File: config.mk
export PLATFORM = sky130hd
export DESIGN_NAME = ppa_top
export DESIGN_NICKNAME = d
export VERILOG_FILES = /design/src/include/ppa_pkg.sv /design/src/core/ppa_top.sv
export SDC_FILE = /design/constraint.sdc
export NUM_CORES = 1
export LEC_CHECK = 0
export ABC_AREA = 1
export BUFFER_PORTS_ARGS = -buffer_cell sky130_fd_sc_hd__buf_4
export CAP_MARGIN = 25
export CORE_UTILIZATION = 45
export DETAILED_ROUTE_END_ITERATION = 6
export PLACE_DENSITY = 0.68
export SYNTH_ARGS = -nofsm -noshare
export SYNTH_HDL_FRONTEND = slang
export SYNTH_SLANG_ARGS = --single-unit
export TNS_END_PERCENT = 20
File: constraint.sdc
create_clock -name aclk -period 7.6 [get_ports aclk]
set_input_delay 1.14 -clock aclk [delete_from_list [all_inputs] [get_ports aclk]]
set_output_delay 1.14 -clock aclk [all_outputs]
set_load 0.05 [all_outputs]
File: src/include/ppa_pkg.sv
// Functional notes
// - A digital pad left undriven gets its weak pull-up toward the I/O supply.
// - The weak pull-up is off on any pad that is driving low.
// - Global pull-up disable set to 1 turns off every weak pull-up.
// - Port data reads return the synchronised pad level, never the output latch.
// - Ports zero to three take analog or digital; the port four pin is digital only.
// - A pin with its skip bit at 1 is withheld from the crossbar.
// - Reference on P0.0, crystal on P0.2, oscillator on P0.3; ADC ports 0-3, comparators 0-2.
// - Each comparator has separate four-bit positive and negative selects in its register.
// - Both comparator selects may name the same pin at once without conflict.
// - With supply reference and ADC enabled, P0.0 cannot drive as open-drain.
// - ADC temperature channel results are invalid while the sensor enable is clear.
// - Each skip bit controls its pin: 0 available to crossbar, 1 passed over.
package ppa_pkg;
  localparam int NPORT = 5;
  localparam int NPIN = 33;
  localparam int AW = 8;
  localparam int SEL_W = 4;
  localparam int CMP_PINS = 24;
  localparam int ADC_PINS = 32;
  // ==========================================================
  // Register offsets
  localparam logic [7:0] CTRL_OFS = 8'h00;
  localparam logic [7:0] CMP0_OFS = 8'h04;
  localparam logic [7:0] CMP1_OFS = 8'h08;
  localparam logic [7:0] ADCMX_OFS = 8'h0C;
  localparam logic [7:0] SKIP_BASE = 8'h10;
  localparam logic [7:0] DATA_BASE = 8'h24;
  localparam logic [7:0] DIG_BASE = 8'h38;
  localparam logic [7:0] PP_BASE = 8'h4C;
  localparam logic [7:0] BANK_SPAN = 8'h14;
  // ==========================================================
  // Fields
  localparam int CTRL_GPD = 0;
  localparam int CTRL_VREF_SUPPLY = 1;
  localparam int CTRL_TEMP_SENSOR_ENABLE = 2;
  localparam int CTRL_ADCEN = 3;
  localparam int CMP_NEG_LSB = 0;
  localparam int CMP_POS_LSB = 4;
  localparam int ADC_FIELD_W = 5;
  localparam int ADC_TEMP_BIT = 5;
  localparam int REF_PIN = 0;
  localparam int CRYSTAL_INPUT_PIN_PIN = 2;
  localparam int OSCILLATOR_SECOND_PIN_PIN = 3;
  localparam logic [2:0] PORT4_IDX = 3'h4;
  localparam logic [7:0] PORT4_MASK = 8'h01;
  localparam logic [7:0] FULL_MASK = 8'hFF;
  localparam logic [NPIN-1:0] PIN4_FORCE_DIG = 33'h1_0000_0000;
  localparam logic [1:0] RESP_OKAY = 2'h0;
  localparam logic [1:0] RESP_SLVERR = 2'h2;
  // ==========================================================
  // Types
  typedef struct packed {
    logic [3:0] ctrl;
    logic [7:0] cmp0;
    logic [7:0] cmp1;
    logic [5:0] adcmx;
    logic [NPORT-1:0][7:0] skip;
    logic [NPORT-1:0][7:0] latch;
    logic [NPORT-1:0][7:0] digital;
    logic [NPORT-1:0][7:0] pp;
  } ppa_regs_s;
  typedef struct packed {
    logic [NPIN-1:0] out;
    logic [NPIN-1:0] oe_n;
    logic [NPIN-1:0] pullup_en;
    logic [NPIN-1:0] analog;
  } ppa_pad_s;
  typedef struct packed {
    logic vref_conn;
    logic crystal_input_pin_conn;
    logic oscillator_second_pin_conn;
    logic adc_temp_sel;
    logic temp_data_valid;
    logic [CMP_PINS-1:0] cmp_pin_ok;
    logic [ADC_PINS-1:0] adc_pin_ok;
  } ppa_ana_s;
  localparam ppa_regs_s REGS_RST = '{ctrl: 4'h0, cmp0: 8'h00, cmp1: 8'h00, adcmx: 6'h00,
    skip: {NPORT{8'h00}}, latch: {NPORT{8'hFF}}, digital: {NPORT{8'hFF}}, pp: {NPORT{8'h00}}};
endpackage

File: src/core/ppa_top.sv
`timescale 1ns/1ps
`default_nettype none
module ppa_top (
  // Clock and reset
  input wire logic aclk,
  input wire logic aresetn,
  // AXI4-Lite write
  input wire logic [ppa_pkg::AW-1:0] awaddr,
  input wire logic awvalid,
  output logic awready,
  input wire logic [31:0] wdata,
  input wire logic [3:0] wstrb,
  input wire logic wvalid,
  output logic wready,
  output logic [1:0] bresp,
  output logic bvalid,
  input wire logic bready,
  // AXI4-Lite read
  input wire logic [ppa_pkg::AW-1:0] araddr,
  input wire logic arvalid,
  output logic arready,
  output logic [31:0] rdata,
  output logic [1:0] rresp,
  output logic rvalid,
  input wire logic rready,
  // Pads
  input wire logic [ppa_pkg::NPIN-1:0] pad_in,
  output ppa_pkg::ppa_pad_s pad,
  // Crossbar and analog side
  output logic [ppa_pkg::NPIN-1:0] xbar_skip,
  output ppa_pkg::ppa_ana_s ana,
  output logic [ppa_pkg::SEL_W-1:0] cmp0_positive_select,
  output logic [ppa_pkg::SEL_W-1:0] cmp0_negative_select,
  output logic [ppa_pkg::SEL_W-1:0] cmp1_positive_select,
  output logic [ppa_pkg::SEL_W-1:0] cmp1_negative_select,
  output logic [ppa_pkg::ADC_FIELD_W-1:0] adc_channel_field,
  output logic temp_sensor_enable,
  output logic ref_supply_sel,
  output logic adc_enable
);
  // ==========================================================
  // Helpers
  function automatic logic in_bank(input logic [7:0] a, input logic [7:0] base);
    return (a >= base) && (a < base + ppa_pkg::BANK_SPAN) && (a[1:0] == 2'h0);
  endfunction
  function automatic logic [2:0] bank_idx(input logic [7:0] a, input logic [7:0] base);
    logic [7:0] off;
    off = a - base;
    return off[4:2];
  endfunction
  function automatic logic [7:0] port_mask(input logic [2:0] idx);
    return (idx == ppa_pkg::PORT4_IDX) ? ppa_pkg::PORT4_MASK : ppa_pkg::FULL_MASK;
  endfunction

  // ==========================================================
  // State
  ppa_pkg::ppa_regs_s regs_q, regs_d;
  ppa_pkg::ppa_pad_s pad_q, pad_d;
  ppa_pkg::ppa_ana_s ana_q, ana_d;
  logic [ppa_pkg::NPIN-1:0] meta_q, meta_d, sync_q, sync_d, skip_out_q, skip_out_d;
  logic aw_have_q, aw_have_d, w_have_q, w_have_d;
  logic [7:0] awaddr_q, awaddr_d;
  logic [31:0] wdata_q, wdata_d;
  logic [3:0] wstrb_q, wstrb_d;
  logic awready_q, awready_d, wready_q, wready_d, bvalid_q, bvalid_d;
  logic arready_q, arready_d, rvalid_q, rvalid_d;
  logic [1:0] bresp_q, bresp_d, rresp_q, rresp_d;
  logic [31:0] rdata_q, rdata_d;

  // ==========================================================
  // Flattened per-pin views
  logic [8*ppa_pkg::NPORT-1:0] skip_f, latch_f, dig_f, pp_f, pad_f;
  logic [ppa_pkg::NPIN-1:0] dig_v, drive_v, lock_v;
  logic wr_fire, lock0;
  assign skip_f = regs_q.skip;
  assign latch_f = regs_q.latch;
  assign dig_f = regs_q.digital;
  assign pp_f = regs_q.pp;
  assign pad_f = {7'h00, sync_q};
  assign wr_fire = aw_have_q && w_have_q && !bvalid_q;
  // Port four pin has no analog path, so it is always digital
  assign dig_v = dig_f[ppa_pkg::NPIN-1:0] | ppa_pkg::PIN4_FORCE_DIG;
  // Supply reference with ADC on: no open-drain drive on the reference pin
  assign lock0 = regs_q.ctrl[ppa_pkg::CTRL_VREF_SUPPLY] && regs_q.ctrl[ppa_pkg::CTRL_ADCEN]
    && !pp_f[ppa_pkg::REF_PIN];
  assign lock_v = {{(ppa_pkg::NPIN-1){1'b0}}, lock0};
  // Open-drain drives low only; push-pull drives both levels
  assign drive_v = dig_v & ~lock_v & (pp_f[ppa_pkg::NPIN-1:0] | ~latch_f[ppa_pkg::NPIN-1:0]);

  // ==========================================================
  // Pad and analog next values
  always_comb begin
    meta_d = pad_in;
    sync_d = meta_q;
    skip_out_d = skip_f[ppa_pkg::NPIN-1:0];
    pad_d.out = latch_f[ppa_pkg::NPIN-1:0];
    pad_d.oe_n = ~drive_v;
    pad_d.analog = ~dig_v;
    // Pull-up only on digital pads not pulling low, and never when globally off
    pad_d.pullup_en = {ppa_pkg::NPIN{~regs_q.ctrl[ppa_pkg::CTRL_GPD]}} & dig_v
      & ~(drive_v & ~latch_f[ppa_pkg::NPIN-1:0]);
    ana_d.vref_conn = ~dig_v[ppa_pkg::REF_PIN] & skip_f[ppa_pkg::REF_PIN];
    ana_d.crystal_input_pin_conn = ~dig_v[ppa_pkg::CRYSTAL_INPUT_PIN_PIN] & skip_f[ppa_pkg::CRYSTAL_INPUT_PIN_PIN];
    ana_d.oscillator_second_pin_conn = ~dig_v[ppa_pkg::OSCILLATOR_SECOND_PIN_PIN] & skip_f[ppa_pkg::OSCILLATOR_SECOND_PIN_PIN];
    ana_d.cmp_pin_ok = ~dig_v[ppa_pkg::CMP_PINS-1:0] & skip_f[ppa_pkg::CMP_PINS-1:0];
    ana_d.adc_pin_ok = ~dig_v[ppa_pkg::ADC_PINS-1:0] & skip_f[ppa_pkg::ADC_PINS-1:0];
    ana_d.adc_temp_sel = regs_q.adcmx[ppa_pkg::ADC_TEMP_BIT];
    ana_d.temp_data_valid = regs_q.adcmx[ppa_pkg::ADC_TEMP_BIT]
      & regs_q.ctrl[ppa_pkg::CTRL_TEMP_SENSOR_ENABLE];
  end

  // ==========================================================
  // Bus next values
  always_comb begin
    logic [2:0] widx;
    logic [2:0] ridx;
    widx = 3'h0;
    ridx = 3'h0;
    regs_d = regs_q;
    aw_have_d = aw_have_q;
    w_have_d = w_have_q;
    awaddr_d = awaddr_q;
    wdata_d = wdata_q;
    wstrb_d = wstrb_q;
    bvalid_d = bvalid_q;
    bresp_d = bresp_q;
    rvalid_d = rvalid_q;
    rresp_d = rresp_q;
    rdata_d = rdata_q;
    if (awvalid && awready_q) begin
      aw_have_d = 1'b1;
      awaddr_d = awaddr;
    end
    if (wvalid && wready_q) begin
      w_have_d = 1'b1;
      wdata_d = wdata;
      wstrb_d = wstrb;
    end
    if (bvalid_q && bready) begin
      bvalid_d = 1'b0;
    end
    if (wr_fire) begin
      aw_have_d = 1'b0;
      w_have_d = 1'b0;
      bvalid_d = 1'b1;
      bresp_d = ppa_pkg::RESP_OKAY;
      if (awaddr_q == ppa_pkg::CTRL_OFS) begin
        if (wstrb_q[0]) regs_d.ctrl = wdata_q[3:0];
      end else if (awaddr_q == ppa_pkg::CMP0_OFS) begin
        if (wstrb_q[0]) regs_d.cmp0 = wdata_q[7:0];
      end else if (awaddr_q == ppa_pkg::CMP1_OFS) begin
        if (wstrb_q[0]) regs_d.cmp1 = wdata_q[7:0];
      end else if (awaddr_q == ppa_pkg::ADCMX_OFS) begin
        if (wstrb_q[0]) regs_d.adcmx = wdata_q[5:0];
      end else if (in_bank(awaddr_q, ppa_pkg::SKIP_BASE)) begin
        widx = bank_idx(awaddr_q, ppa_pkg::SKIP_BASE);
        if (wstrb_q[0]) regs_d.skip[widx] = wdata_q[7:0] & port_mask(widx);
      end else if (in_bank(awaddr_q, ppa_pkg::DATA_BASE)) begin
        widx = bank_idx(awaddr_q, ppa_pkg::DATA_BASE);
        if (wstrb_q[0]) regs_d.latch[widx] = wdata_q[7:0] & port_mask(widx);
      end else if (in_bank(awaddr_q, ppa_pkg::DIG_BASE)) begin
        widx = bank_idx(awaddr_q, ppa_pkg::DIG_BASE);
        if (wstrb_q[0]) regs_d.digital[widx] = wdata_q[7:0] & port_mask(widx);
      end else if (in_bank(awaddr_q, ppa_pkg::PP_BASE)) begin
        widx = bank_idx(awaddr_q, ppa_pkg::PP_BASE);
        if (wstrb_q[0]) regs_d.pp[widx] = wdata_q[7:0] & port_mask(widx);
      end else begin
        bresp_d = ppa_pkg::RESP_SLVERR;
      end
    end
    if (rvalid_q && rready) begin
      rvalid_d = 1'b0;
    end
    if (arvalid && arready_q) begin
      rvalid_d = 1'b1;
      rresp_d = ppa_pkg::RESP_OKAY;
      rdata_d = 32'h0000_0000;
      if (araddr == ppa_pkg::CTRL_OFS) begin
        rdata_d[3:0] = regs_q.ctrl;
      end else if (araddr == ppa_pkg::CMP0_OFS) begin
        rdata_d[7:0] = regs_q.cmp0;
      end else if (araddr == ppa_pkg::CMP1_OFS) begin
        rdata_d[7:0] = regs_q.cmp1;
      end else if (araddr == ppa_pkg::ADCMX_OFS) begin
        rdata_d[5:0] = regs_q.adcmx;
      end else if (in_bank(araddr, ppa_pkg::SKIP_BASE)) begin
        ridx = bank_idx(araddr, ppa_pkg::SKIP_BASE);
        rdata_d[7:0] = regs_q.skip[ridx];
      end else if (in_bank(araddr, ppa_pkg::DATA_BASE)) begin
        ridx = bank_idx(araddr, ppa_pkg::DATA_BASE);
        rdata_d[7:0] = pad_f[{ridx, 3'h0} +: 8];
      end else if (in_bank(araddr, ppa_pkg::DIG_BASE)) begin
        ridx = bank_idx(araddr, ppa_pkg::DIG_BASE);
        rdata_d[7:0] = (ridx == ppa_pkg::PORT4_IDX) ? ppa_pkg::PORT4_MASK : regs_q.digital[ridx];
      end else if (in_bank(araddr, ppa_pkg::PP_BASE)) begin
        ridx = bank_idx(araddr, ppa_pkg::PP_BASE);
        rdata_d[7:0] = regs_q.pp[ridx];
      end else begin
        rresp_d = ppa_pkg::RESP_SLVERR;
      end
    end
    awready_d = !aw_have_d && !bvalid_d;
    wready_d = !w_have_d && !bvalid_d;
    arready_d = !rvalid_d;
  end

  // ==========================================================
  // Registers
  always_ff @(posedge aclk) begin
    if (!aresetn) begin
      regs_q <= ppa_pkg::REGS_RST;
      // Pads float on their pull-ups in reset rather than being driven low
      pad_q <= '{out: '1, oe_n: '1, pullup_en: '1, analog: '0};
      ana_q <= '0;
      meta_q <= '0;
      sync_q <= '0;
      skip_out_q <= '0;
      aw_have_q <= 1'b0;
      w_have_q <= 1'b0;
      awaddr_q <= 8'h00;
      wdata_q <= 32'h0000_0000;
      wstrb_q <= 4'h0;
      awready_q <= 1'b0;
      wready_q <= 1'b0;
      bvalid_q <= 1'b0;
      bresp_q <= 2'h0;
      arready_q <= 1'b0;
      rvalid_q <= 1'b0;
      rresp_q <= 2'h0;
      rdata_q <= 32'h0000_0000;
    end else begin
      regs_q <= regs_d;
      pad_q <= pad_d;
      ana_q <= ana_d;
      meta_q <= meta_d;
      sync_q <= sync_d;
      skip_out_q <= skip_out_d;
      aw_have_q <= aw_have_d;
      w_have_q <= w_have_d;
      awaddr_q <= awaddr_d;
      wdata_q <= wdata_d;
      wstrb_q <= wstrb_d;
      awready_q <= awready_d;
      wready_q <= wready_d;
      bvalid_q <= bvalid_d;
      bresp_q <= bresp_d;
      arready_q <= arready_d;
      rvalid_q <= rvalid_d;
      rresp_q <= rresp_d;
      rdata_q <= rdata_d;
    end
  end

  assign awready = awready_q;
  assign wready = wready_q;
  assign bvalid = bvalid_q;
  assign bresp = bresp_q;
  assign arready = arready_q;
  assign rvalid = rvalid_q;
  assign rresp = rresp_q;
  assign rdata = rdata_q;
  assign pad = pad_q;
  assign ana = ana_q;
  assign xbar_skip = skip_out_q;
  // Selects come straight from the registers; no arbitration, both may share a pin
  assign cmp0_positive_select = regs_q.cmp0[ppa_pkg::CMP_POS_LSB +: ppa_pkg::SEL_W];
  assign cmp0_negative_select = regs_q.cmp0[ppa_pkg::CMP_NEG_LSB +: ppa_pkg::SEL_W];
  assign cmp1_positive_select = regs_q.cmp1[ppa_pkg::CMP_POS_LSB +: ppa_pkg::SEL_W];
  assign cmp1_negative_select = regs_q.cmp1[ppa_pkg::CMP_NEG_LSB +: ppa_pkg::SEL_W];
  assign adc_channel_field = regs_q.adcmx[ppa_pkg::ADC_FIELD_W-1:0];
  assign temp_sensor_enable = regs_q.ctrl[ppa_pkg::CTRL_TEMP_SENSOR_ENABLE];
  assign ref_supply_sel = regs_q.ctrl[ppa_pkg::CTRL_VREF_SUPPLY];
  assign adc_enable = regs_q.ctrl[ppa_pkg::CTRL_ADCEN];

  logic [7:0] rd_pad_byte;
  assign rd_pad_byte = pad_f[{bank_idx(araddr, ppa_pkg::DATA_BASE), 3'h0} +: 8];
endmodule
`default_nettype wire

==> out/qor.yml <==
yosysSeqAreaShare_pct: 53.76
grt_pass1_vias: 14490
numCtsBuffers: 48
place_area_sq_um: 20040
start_util_pct: 45.75
layout-drive-gt1-share_pct: 18.88
start_kind: "input port"
rsz0062_at_grt: "no"
outcome: "finished clean"
setup_viol_count_final: 0
clock_latency_ps: 600
routed_wl_microns: 54960
coreArea_sq_um: 38830
arrival_ps: 4790
row_count: 72
final_cells: 2997
clk_pin_slew_ps: 60
n_antenna_cell: 0
wl_per_cell_microns: 18.34
slew_viol_final: 0
synth.distinct_cells: 41
cts_resized: 0
dieArea_sq_um: 40270
rr_startpoint: "awaddr_q[2]"
vias: 15370
worst_slew_pin_slew_ps: 1069
slew_headroom_pct: 28.45
cts_tree: "yes"
maxCapViolations: 0
grt_overflow: 0
hold_start: "meta_q[6]"
antenna_found_initial: 0
yosys_register_bits: 477
area_delta_synth_final_pct: 22.03
leakage_nw: 10.72
r2r_slack_ps: 3880
port_buffers: 328
netlist_area_sq_um: 17760
cp-end-kind: "flop"
fin_crit_ps: 4280
final_common_cell: "nand2_1"
hp-class: "reg2reg"
fin_hold_ws_ps: 406.7
pin_count: 383
holdPathStages: 2
worstRegToRegCells: 11
track_usage_pct: 27.02
fin_util_pct: 55.83
syn_inst: 2209
ant_nets: 0
place_inst: 2908
via_per_inst: 5.128
yosysWarningCount: 0
die_y_microns: 200.7
holdPathEnd: "sync_q[6]"
drt-initial-drc-count: 1177
postCtsHoldBufs: 0
cts_sinks: 477
htreeDepth: 2
peakVddDrop_mv: 0.1793
gp_congestion: 0.9236
path_max_fanout: 83
root_buffer: "clkbuf_16"
die_w_microns: 200.7
final_cell_mix: "479 x nand2_1, 477 x dfxtp_1, 331 x buf_4"
postSynthAreaPerCell_sq_um: 8.041
post-route-period-util_pct: 56.32
grt_max_degree: 196
design_area_sq_um: 21680
grt_pass1_wl_microns: 84190
setup-tns-final_ps: 0
hold_violations: 0
p_per_area_nw_per_um2: 242.8
route.detailed.drc: 0
criticalPathCategory: "in2reg"
required_ps: 8110
cts_setup_buffers: 0
dp_hpwl_microns: 40270
fmax_mhz: 233.6
finClkSkew_ps: 25.11
r2r-end: "regs_q[159]"
fin_nets: 2551
cts_buffer_depth: 3
firstDrtPassIters: 5
[how the worst max path moves through the flow]
stage	start	endpoint	slack, ps	cells past startpoint
after floorplan	araddr[2]	rdata[6]	4140	17
after global routing	araddr[2]	rdata[1]	3040	17
after global placement	araddr[2]	rdata[1]	2820	17
final	araddr[2]	rdata[1]	3320	17
after CTS	araddr[2]	rdata[1]	3340	17
after detailed placement	araddr[2]	rdata[1]	2730	17
[report_power, final]
part	internal (mW)	total, mW	switching [mW]
Clock	1.39	2.39	0.992
Combinational	0.0830	0.326	0.243
Sequential	2.53	2.55	0.0220
Total	4.01	5.26	1.26
[per-stage QoR]
| stage | worst slack (ps) | power [mW] |
|---|---|---|
| after floorplan | 4143 | 2.827 |
| after global routing | 3044 | 5.437 |
| after global placement | 2818 | 2.924 |
| after CTS | 3344 | 5.299 |
| after detailed placement | 2735 | 2.927 |
| final | 3320 | 5.263 |
[area by class of cell]
cell class / count / area (sq um)
Timing Repair Buffer: 335 / 2546
Fill cell: 3601 / 17150
Clock inverter: 18 / 210.2
Tap cell: 518 / 648.1
Sequential cell: 477 / 9549
Clock buffer: 69 / 1401
Inverter: 245 / 919.6
Multi-Input combinational cell: 1335 / 6402
[cells in the mapped netlist (all sizes together)]
cell,count,area (sq um)
a22oi,1,7.510
nor2,180,693.2
o22ai,6,37.54
or2,31,193.9
nand2,481,1810
o211ai,91,683.2
nand3b,1,7.510
o2111ai,1,8.760
a21oi,186,930.9
a31oi,1,6.260
a22o,1,8.760
clkinv,8,30.03
clkbuf,75,281.5
a21boi,1,7.510
dfxtp,477,9549
nand4,15,112.6
nand3,86,455.4
buf,103,708.2
nor4,3,18.77
o21ai,159,795.8
nor3b,4,30.03
inv,237,889.6
nor3,30,182.7
xnor2,2,17.52
ha,17,212.7
conb,1,3.750
a211oi,5,37.54
o31ai,4,30.03
and2,2,12.51
[per-layer routing]
metal / GRT usage (%) / share of wire, %
met1: 35.94 / 43
met2: 43.76 / 46
met5: 0 / 0
met4: 9.324 / 3.3
met3: 5.325 / 7.6
[cell families (layout without fill, tap and decap cells)]
kind of cell    Yosys count  in the layout  synth area share [%]
simple gates            833            833                 19.80
flops                   477            477                 53.76
compound gates          456            456                 14.38
buf+inv                 423            667                 10.75
fa+ha+maj                17             17                 1.197
xor+xnor                  2              2               0.09863
other cells               1             27               0.02111
[worst max-delay path: stages]
cell      delay [ps]
buf_4            640
clkinv_1         220
ha_1             830
inv_1            630
nand3_1          290
nand3_1          110
nand2_1          100
nand3_1           80
nand2_1          130
nand2_1           60
nand2_1           70
nand2_1          100
nand2_1           90
nand2_1           50
nand2_1           60
nand2_1           60
a21oi_1          110
[registers in the layout, summed over array words and instances (netlist names), 4 cells and up]
name,cells
cmp0_negative_select,4
wdata_q,8
latch_f,33
pad,131
sync_q,33
meta_q,33
dig_f,40
cmp1_positive_select,4
regs_q,41
pp_f,40
cmp0_positive_select,4
xbar_skip,33
ana,34
rdata,8
adc_channel_field,5
cmp1_negative_select,4
awaddr_q,8
(Power assumes the default switching activity.)
